File: config.mk
export PLATFORM = sky130hd
export DESIGN_NAME = fpl_slave
export DESIGN_NICKNAME = d
export VERILOG_FILES = /design/src/design/fpl_pkg.sv /design/src/design/fpl_line_scan.sv /design/src/design/fpl_slave.sv
export SDC_FILE = /design/constraint.sdc
export NUM_CORES = 1
export LEC_CHECK = 0
export BUFFER_PORTS_ARGS = -buffer_cell sky130_fd_sc_hd__buf_4
export CAP_MARGIN = 20
export CORE_AREA = 10 10 236 260
export CTS_BUF_LIST = sky130_fd_sc_hd__clkbuf_4
export CTS_CLUSTER_SIZE = 8
export DETAILED_ROUTE_END_ITERATION = 10
export DIE_AREA = 0 0 246 270
export GPL_TIMING_DRIVEN = 0
export MAX_ROUTING_LAYER = met4
export PLACE_DENSITY = 0.73
export SLEW_MARGIN = 20
export SYNTH_ARGS = -nofsm -noshare
export SYNTH_HDL_FRONTEND = slang
export SYNTH_SLANG_ARGS = --single-unit
File: constraint.sdc
create_clock -name I_MCLK -period 3.4 [get_ports I_MCLK]
set_input_delay 0.68 -clock I_MCLK [delete_from_list [all_inputs] [get_ports I_MCLK]]
set_output_delay 0.68 -clock I_MCLK [all_outputs]
set_load 0.03 [all_outputs]
File: src/design/fpl_pkg.sv
// Constants, register map and carrier types of the push-button line slave.
// Assumes a single 10 MHz clock and an APB register bus with 12 address bits.
package fpl_pkg;

	// ==========================================================
	// Sizes
	localparam int FPL_LINES   = 4;
	localparam int FPL_ADDRS   = 16;
	localparam int FPL_MODULES = 64;
	localparam int FPL_AW      = 12;

	// ==========================================================
	// Timing
	localparam int FPL_CLK_HZ         = 10_000_000;
	localparam int FPL_SLOT_US        = 10;
	localparam int FPL_SLOT_CYC       = (FPL_SLOT_US * FPL_CLK_HZ + 999_999) / 1_000_000;
	localparam int FPL_FLASH_HALF_MS  = 500;
	localparam int FPL_FLASH_HALF_CYC = FPL_FLASH_HALF_MS * (FPL_CLK_HZ / 1000);

	// ==========================================================
	// Register map (byte addresses; bases are PADDR[11:4])
	localparam logic [11:0] FPL_OFS_CTRL     = 12'h000;
	localparam logic [11:0] FPL_OFS_STATUS   = 12'h004;
	localparam logic [11:0] FPL_OFS_INT_STAT = 12'h008;
	localparam logic [11:0] FPL_OFS_INT_EN   = 12'h00C;
	localparam logic [11:0] FPL_OFS_INT_CLR  = 12'h010;
	localparam logic [7:0]  FPL_BASE_LAMP    = 8'h02;
	localparam logic [7:0]  FPL_BASE_IN      = 8'h03;
	localparam logic [7:0]  FPL_BASE_LTEST   = 8'h04;
	localparam logic [7:0]  FPL_BASE_PRES    = 8'h05;
	localparam logic [7:0]  FPL_BASE_DUP     = 8'h06;

	// ==========================================================
	// Interrupt sources
	localparam int FPL_EV_W        = 4;
	localparam int FPL_EV_CONFLICT = 0;
	localparam int FPL_EV_RESTART  = 1;
	localparam int FPL_EV_PRES     = 2;
	localparam int FPL_EV_INPUT    = 3;

	// ==========================================================
	// Reset values
	localparam logic [15:0] FPL_RST_MAP = 16'h0000;
	localparam logic [6:0]  FPL_RST_SA  = 7'h00;

	// ==========================================================
	// Carriers
	typedef struct packed {
		logic [3:0] addr;
		logic       lamp;
	} fpl_ln_drv_t;

	typedef struct packed {
		logic       ack;
		logic       dup;
		logic       fault;
		logic [1:0] contact;
	} fpl_ln_rsp_t;

	typedef enum logic {FPL_ST_WAIT, FPL_ST_DX} fpl_bus_st_t;

endpackage

File: src/design/fpl_line_scan.sv
// One ribbon line: walks line addresses 0..15, drives lamps, samples contacts.
// Assumes the module responses are synchronous and stable by the end of a slot.
`timescale 1ns/1ps
module fpl_line_scan
	import fpl_pkg::*;
(
	// Clock and reset
	input  wire logic        i_clk,
	input  wire logic        i_rst_b,
	// Control
	input  wire logic        i_restart,
	input  wire logic        i_step,
	input  wire logic [15:0] i_lamp_map,
	// Line
	input  wire fpl_ln_rsp_t i_rsp,
	output fpl_ln_drv_t      o_drv,
	// Image and status
	output logic [31:0]      o_in_img,
	output logic [15:0]      o_present,
	output logic [15:0]      o_dup,
	output logic [15:0]      o_fault,
	output logic             o_evt_in,
	output logic             o_evt_pres
);

	// ==========================================================
	// Scan state
	logic [3:0]  addr_r,  addr_nxt;
	logic        lamp_r,  lamp_nxt;
	logic [31:0] in_r,    in_nxt;
	logic [15:0] pres_r,  pres_nxt;
	logic [15:0] dup_r,   dup_nxt;
	logic [15:0] fault_r, fault_nxt;
	logic        evi_r,   evi_nxt;
	logic        evp_r,   evp_nxt;
	logic [1:0]  cont;

	always_comb begin
		addr_nxt  = addr_r;
		in_nxt    = in_r;
		pres_nxt  = pres_r;
		dup_nxt   = dup_r;
		fault_nxt = fault_r;
		evi_nxt   = 1'b0;
		evp_nxt   = 1'b0;
		cont      = i_rsp.ack ? i_rsp.contact : 2'b00;
		lamp_nxt  = i_lamp_map[addr_r];
		if (i_restart) begin
			addr_nxt  = 4'h0;
			lamp_nxt  = 1'b0;
			in_nxt    = '0;
			pres_nxt  = FPL_RST_MAP;
			dup_nxt   = FPL_RST_MAP;
			fault_nxt = FPL_RST_MAP;
		end else if (i_step) begin
			in_nxt[{addr_r, 1'b0} +: 2] = cont; // RQ3
			pres_nxt[addr_r]  = i_rsp.ack; // RQ10
			// Recomputed on every visit, so a cleared fault drops out on the next pass
			dup_nxt[addr_r]   = i_rsp.dup; // RQ11
			fault_nxt[addr_r] = i_rsp.fault; // RQ13
			evi_nxt = (in_r[{addr_r, 1'b0} +: 2] != cont);
			evp_nxt = (pres_r[addr_r] != i_rsp.ack);
			addr_nxt = addr_r + 4'h1; // RQ17 RQ9
		end
	end

	always_ff @(posedge i_clk or negedge i_rst_b) begin
		if (!i_rst_b) begin
			addr_r  <= 4'h0;
			lamp_r  <= 1'b0;
			in_r    <= '0;
			pres_r  <= FPL_RST_MAP;
			dup_r   <= FPL_RST_MAP;
			fault_r <= FPL_RST_MAP;
			evi_r   <= 1'b0;
			evp_r   <= 1'b0;
		end else begin
			addr_r  <= addr_nxt;
			lamp_r  <= lamp_nxt;
			in_r    <= in_nxt;
			pres_r  <= pres_nxt;
			dup_r   <= dup_nxt;
			fault_r <= fault_nxt;
			evi_r   <= evi_nxt;
			evp_r   <= evp_nxt;
		end
	end

	assign o_drv.addr = addr_r;
	assign o_drv.lamp = lamp_r;
	assign o_in_img   = in_r;
	assign o_present  = pres_r;
	assign o_dup      = dup_r;
	assign o_fault    = fault_r;
	assign o_evt_in   = evi_r;
	assign o_evt_pres = evp_r;

	// ==========================================================
	// Checks
	property p_scan_step;
		@(posedge i_clk) disable iff (!i_rst_b)
		(i_step && !i_restart) |=> (addr_r == $past(addr_r) + 4'h1);
	endproperty
	a_scan_step: assert property (p_scan_step) else $error("line address did not advance"); // RQ17

	property p_pres_sample;
		@(posedge i_clk) disable iff (!i_rst_b)
		(i_step && !i_restart) |=> (pres_r[$past(addr_r)] == $past(i_rsp.ack));
	endproperty
	a_pres_sample: assert property (p_pres_sample) else $error("presence not sampled"); // RQ10

	property p_in_sample;
		@(posedge i_clk) disable iff (!i_rst_b)
		(i_step && !i_restart && i_rsp.ack)
			|=> (in_r[{$past(addr_r), 1'b0} +: 2] == $past(i_rsp.contact));
	endproperty
	a_in_sample: assert property (p_in_sample) else $error("contact not in image"); // RQ3

endmodule

File: src/design/fpl_slave.sv
// Top of the push-button line slave: four scanned lines, APB registers,
// slave address switches, lamp test, indicators and interrupt.
// Assumes the fieldbus protocol engine sits outside and reports data exchange.
// Function
// RQ1 - Up to sixty-four modules, mixed types allowed
// RQ2 - At most four ribbon-cable lines
// RQ3 - Lamps are output bits, contacts input bits
// RQ4 - Lamp-test contact forces every lamp on
// RQ5 - Slave address 0 to 127 from switches
// RQ6 - Address is binary weighted switch sum
// RQ7 - Eighth address switch is ignored
// RQ8 - Restart when switch address changes
// RQ9 - Modules use four-bit line addresses
// RQ10 - Modules are detected automatically
// RQ11 - Lines checked continuously for duplicate addresses
// RQ12 - Conflict indicator on for duplicated address
// RQ13 - Conflict indicator also for defect, else off
// RQ14 - Bus indicator steady in exchange, else flashing
// RQ15 - Installer keeps line addresses unique
// RQ16 - Master uses addresses 1 to 124 matching
// RQ17 - Scan addresses 0..15, flash about 1 s
// RQ18 - Reset clears lamps, bus indicator waits
//
// Chosen here: the address map and the APB register port.
`timescale 1ns/1ps
module fpl_slave
	import fpl_pkg::*;
#(
	parameter int FLASH_HALF_CYC = FPL_FLASH_HALF_CYC
)(
	// Clock and reset
	input  wire logic                        I_MCLK,
	input  wire logic                        I_RST_B,
	// APB slave
	input  wire logic                        PSEL,
	input  wire logic                        PENABLE,
	input  wire logic                        PWRITE,
	input  wire logic [FPL_AW-1:0]           PADDR,
	input  wire logic [31:0]                 PWDATA,
	output logic [31:0]                      PRDATA,
	output logic                             PREADY,
	output logic                             PSLVERR,
	// Slave address switches and protocol engine
	input  wire logic [7:0]                  I_ADDR_SW,
	input  wire logic                        I_DX_ACTIVE,
	output logic [6:0]                       O_SLAVE_ADDR,
	output logic                             O_RESTART,
	// Ribbon lines
	input  wire fpl_ln_rsp_t [FPL_LINES-1:0] I_LN_RSP,
	output fpl_ln_drv_t [FPL_LINES-1:0]      O_LN_DRV,
	// Indicators and interrupt
	output logic                             O_BUS_LED,
	output logic                             O_MODULE_ADDRESS_CONFLICT_LED,
	output logic                             O_IRQ
);

	// ==========================================================
	// Slave address and restart
	logic [6:0] sa_r, sa_nxt;
	logic       rst_r, rst_nxt;

	always_comb begin
		// Bit 7 carries no weight; bits 6..0 weigh 2**n, so the sum is the field
		sa_nxt  = I_ADDR_SW[6:0]; // RQ5 RQ6 RQ7
		rst_nxt = (I_ADDR_SW[6:0] != sa_r); // RQ8
	end

	always_ff @(posedge I_MCLK or negedge I_RST_B) begin
		if (!I_RST_B) begin
			sa_r  <= FPL_RST_SA;
			rst_r <= 1'b0;
		end else begin
			sa_r  <= sa_nxt;
			rst_r <= rst_nxt;
		end
	end

	assign O_SLAVE_ADDR = sa_r;
	assign O_RESTART    = rst_r;

	// ==========================================================
	// Slot divider: one step pulse per line slot
	logic [7:0] slot_r, slot_nxt;
	logic       step_r, step_nxt;

	always_comb begin
		slot_nxt = slot_r + 8'h01;
		step_nxt = 1'b0;
		if (rst_r) begin
			slot_nxt = 8'h00;
		end else if (slot_r == 8'(FPL_SLOT_CYC - 1)) begin
			slot_nxt = 8'h00;
			step_nxt = 1'b1;
		end
	end

	always_ff @(posedge I_MCLK or negedge I_RST_B) begin
		if (!I_RST_B) begin
			slot_r <= 8'h00;
			step_r <= 1'b0;
		end else begin
			slot_r <= slot_nxt;
			step_r <= step_nxt;
		end
	end

	// ==========================================================
	// Lines
	logic [FPL_LINES-1:0][15:0] lamp_r, lamp_nxt;
	logic [FPL_LINES-1:0][15:0] ltest_r, ltest_nxt;
	logic [FPL_LINES-1:0][15:0] lamp_map;
	logic [FPL_LINES-1:0][31:0] in_img;
	logic [FPL_LINES-1:0][15:0] present;
	logic [FPL_LINES-1:0][15:0] dup;
	logic [FPL_LINES-1:0][15:0] fault;
	logic [FPL_LINES-1:0]       ev_in;
	logic [FPL_LINES-1:0]       ev_pres;
	logic [FPL_LINES-1:0]       lt_line;
	logic                       ltest_act;

	// 4 lines x 16 addresses gives the 64 module slots
	for (genvar l = 0; l < FPL_LINES; l++) begin : g_line // RQ1 RQ2
		logic [15:0] no0;
		for (genvar a = 0; a < FPL_ADDRS; a++) begin : g_bit
			assign no0[a] = in_img[l][2 * a];
		end
		assign lt_line[l]  = |(no0 & ltest_r[l] & present[l]);
		assign lamp_map[l] = lamp_r[l] | {16{ltest_act}}; // RQ4

		fpl_line_scan u_scan (
			.i_clk      (I_MCLK),
			.i_rst_b    (I_RST_B),
			.i_restart  (rst_r),
			.i_step     (step_r),
			.i_lamp_map (lamp_map[l]),
			.i_rsp      (I_LN_RSP[l]),
			.o_drv      (O_LN_DRV[l]),
			.o_in_img   (in_img[l]),
			.o_present  (present[l]),
			.o_dup      (dup[l]),
			.o_fault    (fault[l]),
			.o_evt_in   (ev_in[l]),
			.o_evt_pres (ev_pres[l])
		);
	end

	assign ltest_act = |lt_line;

	// ==========================================================
	// Conflict indicator
	logic conf_r, conf_nxt;

	always_comb begin
		// Duplicates are not legal on a line, so any hit is shown at once
		conf_nxt = |dup || |fault; // RQ12 RQ13 RQ15
	end

	always_ff @(posedge I_MCLK or negedge I_RST_B) begin
		if (!I_RST_B) begin
			conf_r <= 1'b0;
		end else begin
			conf_r <= conf_nxt;
		end
	end

	assign O_MODULE_ADDRESS_CONFLICT_LED = conf_r;

	// ==========================================================
	// Bus status indicator
	fpl_bus_st_t st_r, st_nxt;
	logic [22:0] fcnt_r, fcnt_nxt;
	logic        fl_r, fl_nxt;
	logic        bled_r, bled_nxt;

	always_comb begin
		st_nxt   = st_r;
		fcnt_nxt = fcnt_r + 23'h000001;
		fl_nxt   = fl_r;
		case (st_r)
			FPL_ST_WAIT: begin
				if (I_DX_ACTIVE) begin
					st_nxt = FPL_ST_DX;
				end
			end
			FPL_ST_DX: begin
				if (!I_DX_ACTIVE) begin
					st_nxt = FPL_ST_WAIT;
				end
			end
			default: begin
				st_nxt = FPL_ST_WAIT;
			end
		endcase
		if (fcnt_r == 23'(FLASH_HALF_CYC - 1)) begin
			fcnt_nxt = 23'h000000;
			fl_nxt   = !fl_r; // RQ17
		end
		if (rst_r) begin
			st_nxt   = FPL_ST_WAIT; // RQ18
			fcnt_nxt = 23'h000000;
			fl_nxt   = 1'b0;
		end
		bled_nxt = (st_nxt == FPL_ST_DX) ? 1'b1 : fl_nxt; // RQ14
	end

	always_ff @(posedge I_MCLK or negedge I_RST_B) begin
		if (!I_RST_B) begin
			st_r   <= FPL_ST_WAIT;
			fcnt_r <= 23'h000000;
			fl_r   <= 1'b0;
			bled_r <= 1'b0;
		end else begin
			st_r   <= st_nxt;
			fcnt_r <= fcnt_nxt;
			fl_r   <= fl_nxt;
			bled_r <= bled_nxt;
		end
	end

	assign O_BUS_LED = bled_r;

	// ==========================================================
	// APB registers and interrupt
	logic [FPL_EV_W-1:0] ist_r, ist_nxt;
	logic [FPL_EV_W-1:0] ien_r, ien_nxt;
	logic [FPL_EV_W-1:0] ev;
	logic                irq_r, irq_nxt;
	logic [31:0]         rd_r, rd_nxt;
	logic [1:0]          li;
	logic [7:0]          base;
	logic                wr;
	logic                hit;

	assign li   = PADDR[3:2];
	assign base = PADDR[11:4];
	assign wr   = PSEL && PENABLE && PWRITE;

	always_comb begin
		hit = (PADDR[1:0] == 2'b00) &&
			(PADDR == FPL_OFS_CTRL || PADDR == FPL_OFS_STATUS ||
			 PADDR == FPL_OFS_INT_STAT || PADDR == FPL_OFS_INT_EN ||
			 PADDR == FPL_OFS_INT_CLR || base == FPL_BASE_LAMP ||
			 base == FPL_BASE_IN || base == FPL_BASE_LTEST ||
			 base == FPL_BASE_PRES || base == FPL_BASE_DUP);
	end

	always_comb begin
		ev = '0;
		ev[FPL_EV_CONFLICT] = conf_nxt && !conf_r;
		ev[FPL_EV_RESTART]  = rst_r;
		ev[FPL_EV_PRES]     = |ev_pres;
		ev[FPL_EV_INPUT]    = |ev_in;
		lamp_nxt  = lamp_r;
		ltest_nxt = ltest_r;
		ien_nxt   = ien_r;
		ist_nxt   = ist_r;
		if (wr && hit && PADDR == FPL_OFS_INT_CLR) begin
			ist_nxt = ist_r & ~PWDATA[FPL_EV_W-1:0];
		end
		// A new event in the clearing cycle survives the clear
		ist_nxt = ist_nxt | ev;
		if (wr && hit) begin
			if (PADDR == FPL_OFS_INT_EN) begin
				ien_nxt = PWDATA[FPL_EV_W-1:0];
			end
			if (base == FPL_BASE_LAMP) begin
				lamp_nxt[li] = PWDATA[15:0]; // RQ3
			end
			if (base == FPL_BASE_LTEST) begin
				ltest_nxt[li] = PWDATA[15:0];
			end
		end
		if (rst_r) begin
			lamp_nxt = '0; // RQ18
		end
		irq_nxt = |(ist_nxt & ien_nxt);
	end

	always_comb begin
		rd_nxt = rd_r;
		if (PSEL && !PENABLE) begin
			rd_nxt = 32'h00000000;
			if (PADDR == FPL_OFS_CTRL) begin
				rd_nxt = {31'h00000000, ltest_act};
			end else if (PADDR == FPL_OFS_STATUS) begin
				rd_nxt = {22'h000000, st_r == FPL_ST_DX, conf_r, 1'b0, sa_r};
			end else if (PADDR == FPL_OFS_INT_STAT) begin
				rd_nxt[FPL_EV_W-1:0] = ist_r;
			end else if (PADDR == FPL_OFS_INT_EN) begin
				rd_nxt[FPL_EV_W-1:0] = ien_r;
			end else if (base == FPL_BASE_LAMP) begin
				rd_nxt[15:0] = lamp_r[li];
			end else if (base == FPL_BASE_IN) begin
				rd_nxt = in_img[li]; // RQ3
			end else if (base == FPL_BASE_LTEST) begin
				rd_nxt[15:0] = ltest_r[li];
			end else if (base == FPL_BASE_PRES) begin
				rd_nxt[15:0] = present[li];
			end else if (base == FPL_BASE_DUP) begin
				rd_nxt = {fault[li], dup[li]};
			end
		end
	end

	always_ff @(posedge I_MCLK or negedge I_RST_B) begin
		if (!I_RST_B) begin
			lamp_r  <= '0;
			ltest_r <= '0;
			ien_r   <= '0;
			ist_r   <= '0;
			irq_r   <= 1'b0;
			rd_r    <= 32'h00000000;
		end else begin
			lamp_r  <= lamp_nxt;
			ltest_r <= ltest_nxt;
			ien_r   <= ien_nxt;
			ist_r   <= ist_nxt;
			irq_r   <= irq_nxt;
			rd_r    <= rd_nxt;
		end
	end

	assign PRDATA  = rd_r;
	assign PREADY  = 1'b1;
	assign PSLVERR = PSEL && PENABLE && !hit;
	assign O_IRQ   = irq_r;

	// ==========================================================
	// Checks
	property p_lamp_test;
		@(posedge I_MCLK) disable iff (!I_RST_B)
		(ltest_act && !rst_r) |=> (O_LN_DRV[0].lamp && O_LN_DRV[1].lamp &&
			O_LN_DRV[2].lamp && O_LN_DRV[3].lamp);
	endproperty
	a_lamp_test: assert property (p_lamp_test) else $error("lamp test not on all lamps"); // RQ4

	property p_sa_follow;
		@(posedge I_MCLK) disable iff (!I_RST_B)
		1'b1 |=> (O_SLAVE_ADDR == $past(I_ADDR_SW[6:0]));
	endproperty
	a_sa_follow: assert property (p_sa_follow) else $error("slave address wrong"); // RQ6

	property p_restart_on_change;
		@(posedge I_MCLK) disable iff (!I_RST_B)
		(I_ADDR_SW[6:0] != O_SLAVE_ADDR) |=> O_RESTART ##1 (lamp_r == '0);
	endproperty
	a_restart_on_change: assert property (p_restart_on_change) else $error("no restart"); // RQ8

	property p_sw8_ignored;
		@(posedge I_MCLK) disable iff (!I_RST_B)
		(I_ADDR_SW[6:0] == O_SLAVE_ADDR) |=> !O_RESTART;
	endproperty
	a_sw8_ignored: assert property (p_sw8_ignored) else $error("spurious restart"); // RQ7

	property p_conflict_on;
		@(posedge I_MCLK) disable iff (!I_RST_B)
		(|dup) |=> O_MODULE_ADDRESS_CONFLICT_LED;
	endproperty
	a_conflict_on: assert property (p_conflict_on) else $error("conflict led not on"); // RQ12

	property p_conflict_off;
		@(posedge I_MCLK) disable iff (!I_RST_B)
		(!(|dup) && !(|fault)) |=> !O_MODULE_ADDRESS_CONFLICT_LED;
	endproperty
	a_conflict_off: assert property (p_conflict_off) else $error("conflict led stuck"); // RQ13

	property p_bus_steady;
		@(posedge I_MCLK) disable iff (!I_RST_B)
		(I_DX_ACTIVE && !rst_r) [*2] |=> O_BUS_LED;
	endproperty
	a_bus_steady: assert property (p_bus_steady) else $error("bus led not steady"); // RQ14

	property p_bus_wait;
		@(posedge I_MCLK) disable iff (!I_RST_B)
		rst_r |=> (st_r == FPL_ST_WAIT) && !O_BUS_LED;
	endproperty
	a_bus_wait: assert property (p_bus_wait) else $error("bus led not waiting"); // RQ18

endmodule
==> results.md <==
* Post-synthesis xor/xnor area fraction at 1.81%
* Tcrit/Tclk final at 104%
* Kind of critical path: register to register
* Final ANT Viol Nets at 0
* Vias per cell at 7.02
* Highest clock rate at 284 MHz
* Total power at 13500 uW
* Clk root buf: clkbuf_4
* Clock group share of total power at 45.0%
* Largest family of logic cells by synthesized area: multiplexers
* Post-Place Cell Area at 0.0325 mm^2
* Nets at 3192
* Area growth syn-to-layout at 14.4%
* Req. time, crit path at 4290 ps
* Initial drt markers at 4068
* Worst slew pin tran at 1210 ps
* Reg clk slew, reported paths at 70 ps
* Compound-Gate Fraction of Synth Area at 7.25%
* Cell Chain, Critical Path: clkbuf_1, clkbuf_2, clkbuf_2, clkdlybuf4s15_1, nor2_1
* IO Count at 143
* Int Pwr at 9900 uW
* Mux share of post-synthesis cell area at 24.3%
* Max cap viols at 0
* Post-synth ARST share at 100%
* Die area at 0.0664 mm^2
* CP max-delay cell: clkdlybuf4s15_1
* Clk_skew at 48.0 ps
* Max Transition Viols Final at 0
* Finished Cell Area at 0.0349 mm^2
* DRT Wirelength at 141000 um
* Ranking of synthesized cells by area: dfrtp_1, mux4_2, mux2i_1, nor2_1, nand2_1
* NetSw at 3580 uW
* Crit-path most repeated cell: clkbuf_2
* Maximum vdd ir drop at 0.000245 V
* Final setup fails at 20
* Clock sink total at 561
* First-pass DRT Iterations at 7
* Yosys Warn Count at 0
* Via count at 27900
* Synth Area in Simple Gates at 16.3%
* Synth Instances at 2781
* Fin. Hold Viols at 0
* Post-synth EDFFs at 0
* Endpoint type of the worst setup path: register
* Violated checks: setup timing
* RSZ-0062 raised after global routing: no
* Global Route Usage Sum at 43.4%
* Share of cells above drive strength 1 at 22.1%
* Worst slew margin at 18.6%
* Top_reg_cell synth: dfrtp_1
* Syn_area_per_cell at 11.0 um^2
* Fillers at 4504
* Global-route wire length before repair at 198000 um
* Post-Route Setup TNS at -1090 ps
* Share of the synthesized area in the top cell type at 46.1%
* Synthesized cell area at 0.0305 mm^2
* CTS buffer count at 148
* Final WS setup at -124 ps
* Multi-input logic area at 0.0155 mm^2
* TritonCTS clock tree: done
* Die width at 246 um
* HP Class: primary input to register
* Initial core utilization at 54.5%
* WL per Instance at 35.5 um
* Initial antenna violation count at 33
* Placement Rows at 91
* Flop2flop setup slack at -120 ps
* Core footprint at 0.0559 mm^2
* Die H at 270 um
* Seq/Total Area, Yosys at 46.1%
* Max incr delay on CP at 910 ps
* HPWL after DPL at 111000 um
* Pleak at 0.0151 uW
* Post-route DRC at 0
* Count leader, synth: dfrtp_1
* GRT overflow at 0
* CP Data Arrival Time at 4410 ps
* GP Congestion at 1.21
* Cell Pwr Density at 387 mW/mm^2
* Storage element area at 0.0140 mm^2
* #FFs+latches synth at 561
* Clock buffer depth at 3
* Crit Path Max Fanout at 13
* Syn nets at 2883
* Pin count of the biggest net entering global routing at 107
* Vias in the first global route at 27100
* Sw Share at 26.6%
* Critical path launch point type: register
* Period minus WS final at 3520 ps
* H-tree depth at 4
* Status: complete, but fails checks
* Power share of the combinational group at 5.3%
* Sequential share of power at 49.7%
* Port Buf Inserts at 119
* Clock Latency Late Sink at 1050 ps
* Adder-Cell Fraction of Synth Area at 0.986%
* Yosys cell types at 71
* Top cells by count, synth: dfrtp_1, nor2_1, nand2_1
* Post-CTS Setup Bufs at 0
* Cell taking the most area after synthesis: dfrtp_1
-- critical path: cells and delay by family (launching register included) --
| family | cells | cell delay [ps] |
|---|---|---|
| buffers and inverters | 4 | 2850 |
| flip-flops | 1 | 340 |
| AND/OR/NAND/NOR | 1 | 170 |
-- layout by cell type, fill, tap and decap left out, drive strengths merged, types with 70 or more instances in the layout --
cell / n
mux2i: 240
dfrtp: 561
mux4: 186
nor2: 388
a21oi: 126
buf: 187
clkbuf: 348
nand2: 265
nand3: 155
mux2: 70
-- power by group through the flow --
stage                     sequential (uW)  clock (uW)  combinational [uW]
after global routing                 6700        6430                 753
after floorplan                      6850           0                 238
after detailed placement             6830           0                 670
after CTS                            6710        6070                 706
after global placement               6830           0                 636
final                                6710        6060                 714
-- sequential cells by signal, indices dropped and copies added (netlist names) --
name / count
O_MODULE_ADDRESS_CONFLICT_LED: 1
g_line.u_scan.o_in_img: 128
g_line.u_scan.addr_r: 16
ist_r: 4
PRDATA: 32
g_line.u_scan.lamp_r: 4
O_RESTART: 1
O_SLAVE_ADDR: 7
step_r: 1
lamp_r: 64
ien_r: 4
g_line.u_scan.o_present: 64
g_line.u_scan.o_evt_in: 4
slot_r: 8
ltest_r: 64
O_IRQ: 1
g_line.u_scan.o_evt_pres: 4
g_line.u_scan.o_dup: 64
O_BUS_LED: 1
fcnt_r: 23
fl_r: 1
g_line.u_scan.o_fault: 64
st_r: 1
-- stage by stage --
step	instances	setup slack (ps)	utilization [%]	hold WS, ps
after global routing	3968	29.9	62.3	84.5
after floorplan	2781	290	-	384
final	3973	-124	62.3	117
after detailed placement	3650	-1440	58.1	484
after global placement	3644	-4200	57.8	466
after CTS	3934	5.41	62.1	46.2
-- kinds of logic (layout without fill, tap and decap cells) --
kind of cell,count (synthesis),count (layout)
AND/OR/NAND/NOR,1067,1067
AO/OA/AOI/OAI,337,337
adder cells (fa/ha/maj),24,24
XOR/XNOR,63,63
multiplexers,496,496
buffers and inverters,232,639
other,1,42
flip-flops,561,561
-- cell type report --
class	count	share of cell area [%]
Tap cell	744	2.67
Multi-Input combinational cell	1988	44.5
Buffer	205	2.67
Timing Repair Buffer	162	4.06
Sequential cell	561	40.3
Clock buffer	209	4.50
Antenna cell	41	0.294
Clock inverter	39	0.743
Inverter	24	0.258
-- worst paths after layout --
| kind | start | endpoint | cells after the start |
|---|---|---|---|
| worst min-delay path | I_LN_RSP[9] | g_line[1].u_scan.o_in_img[14]$_DFFE_PN0P_ | 4 |
| max in group asynchronous | I_RST_B | lamp_r[21]$_DFFE_PN0P_ | 4 |
| worst min register to register | PRDATA[3]$_DFFE_PN0P_ | PRDATA[3]$_DFFE_PN0P_ | 2 |
| min in group asynchronous | I_RST_B | fcnt_r[19]$_DFF_PN0_ | 2 |
| worst max-delay path | O_RESTART$_DFF_PN0_ | g_line[2].u_scan.addr_r[3]$_DFFE_PN0P_ | 5 |
| worst max register to register | O_RESTART$_DFF_PN0_ | g_line[2].u_scan.addr_r[3]$_DFFE_PN0P_ | 5 |
-- timing repair --
action | 4_1_cts | 5_1_grt
hold buffers | 37 | 0
resized for setup | 27 | 23
endpoints found under the setup margin | 285 | 82
hold endpoints to repair | 251 | 0
pin swaps | 0 | 0
-- routing by layer --
metal	wire, um	share of wire (%)	up-vias	GRT usage (%)
met5	0	0	-	-
met1	48300	34	14000	49.5
met2	60800	43	2405	60.4
met4	11300	8.0	0	29.9
li1	-	-	10900	-
met3	20600	15	648	19.0
No activity file was read; power rests on OpenSTA's default activity.
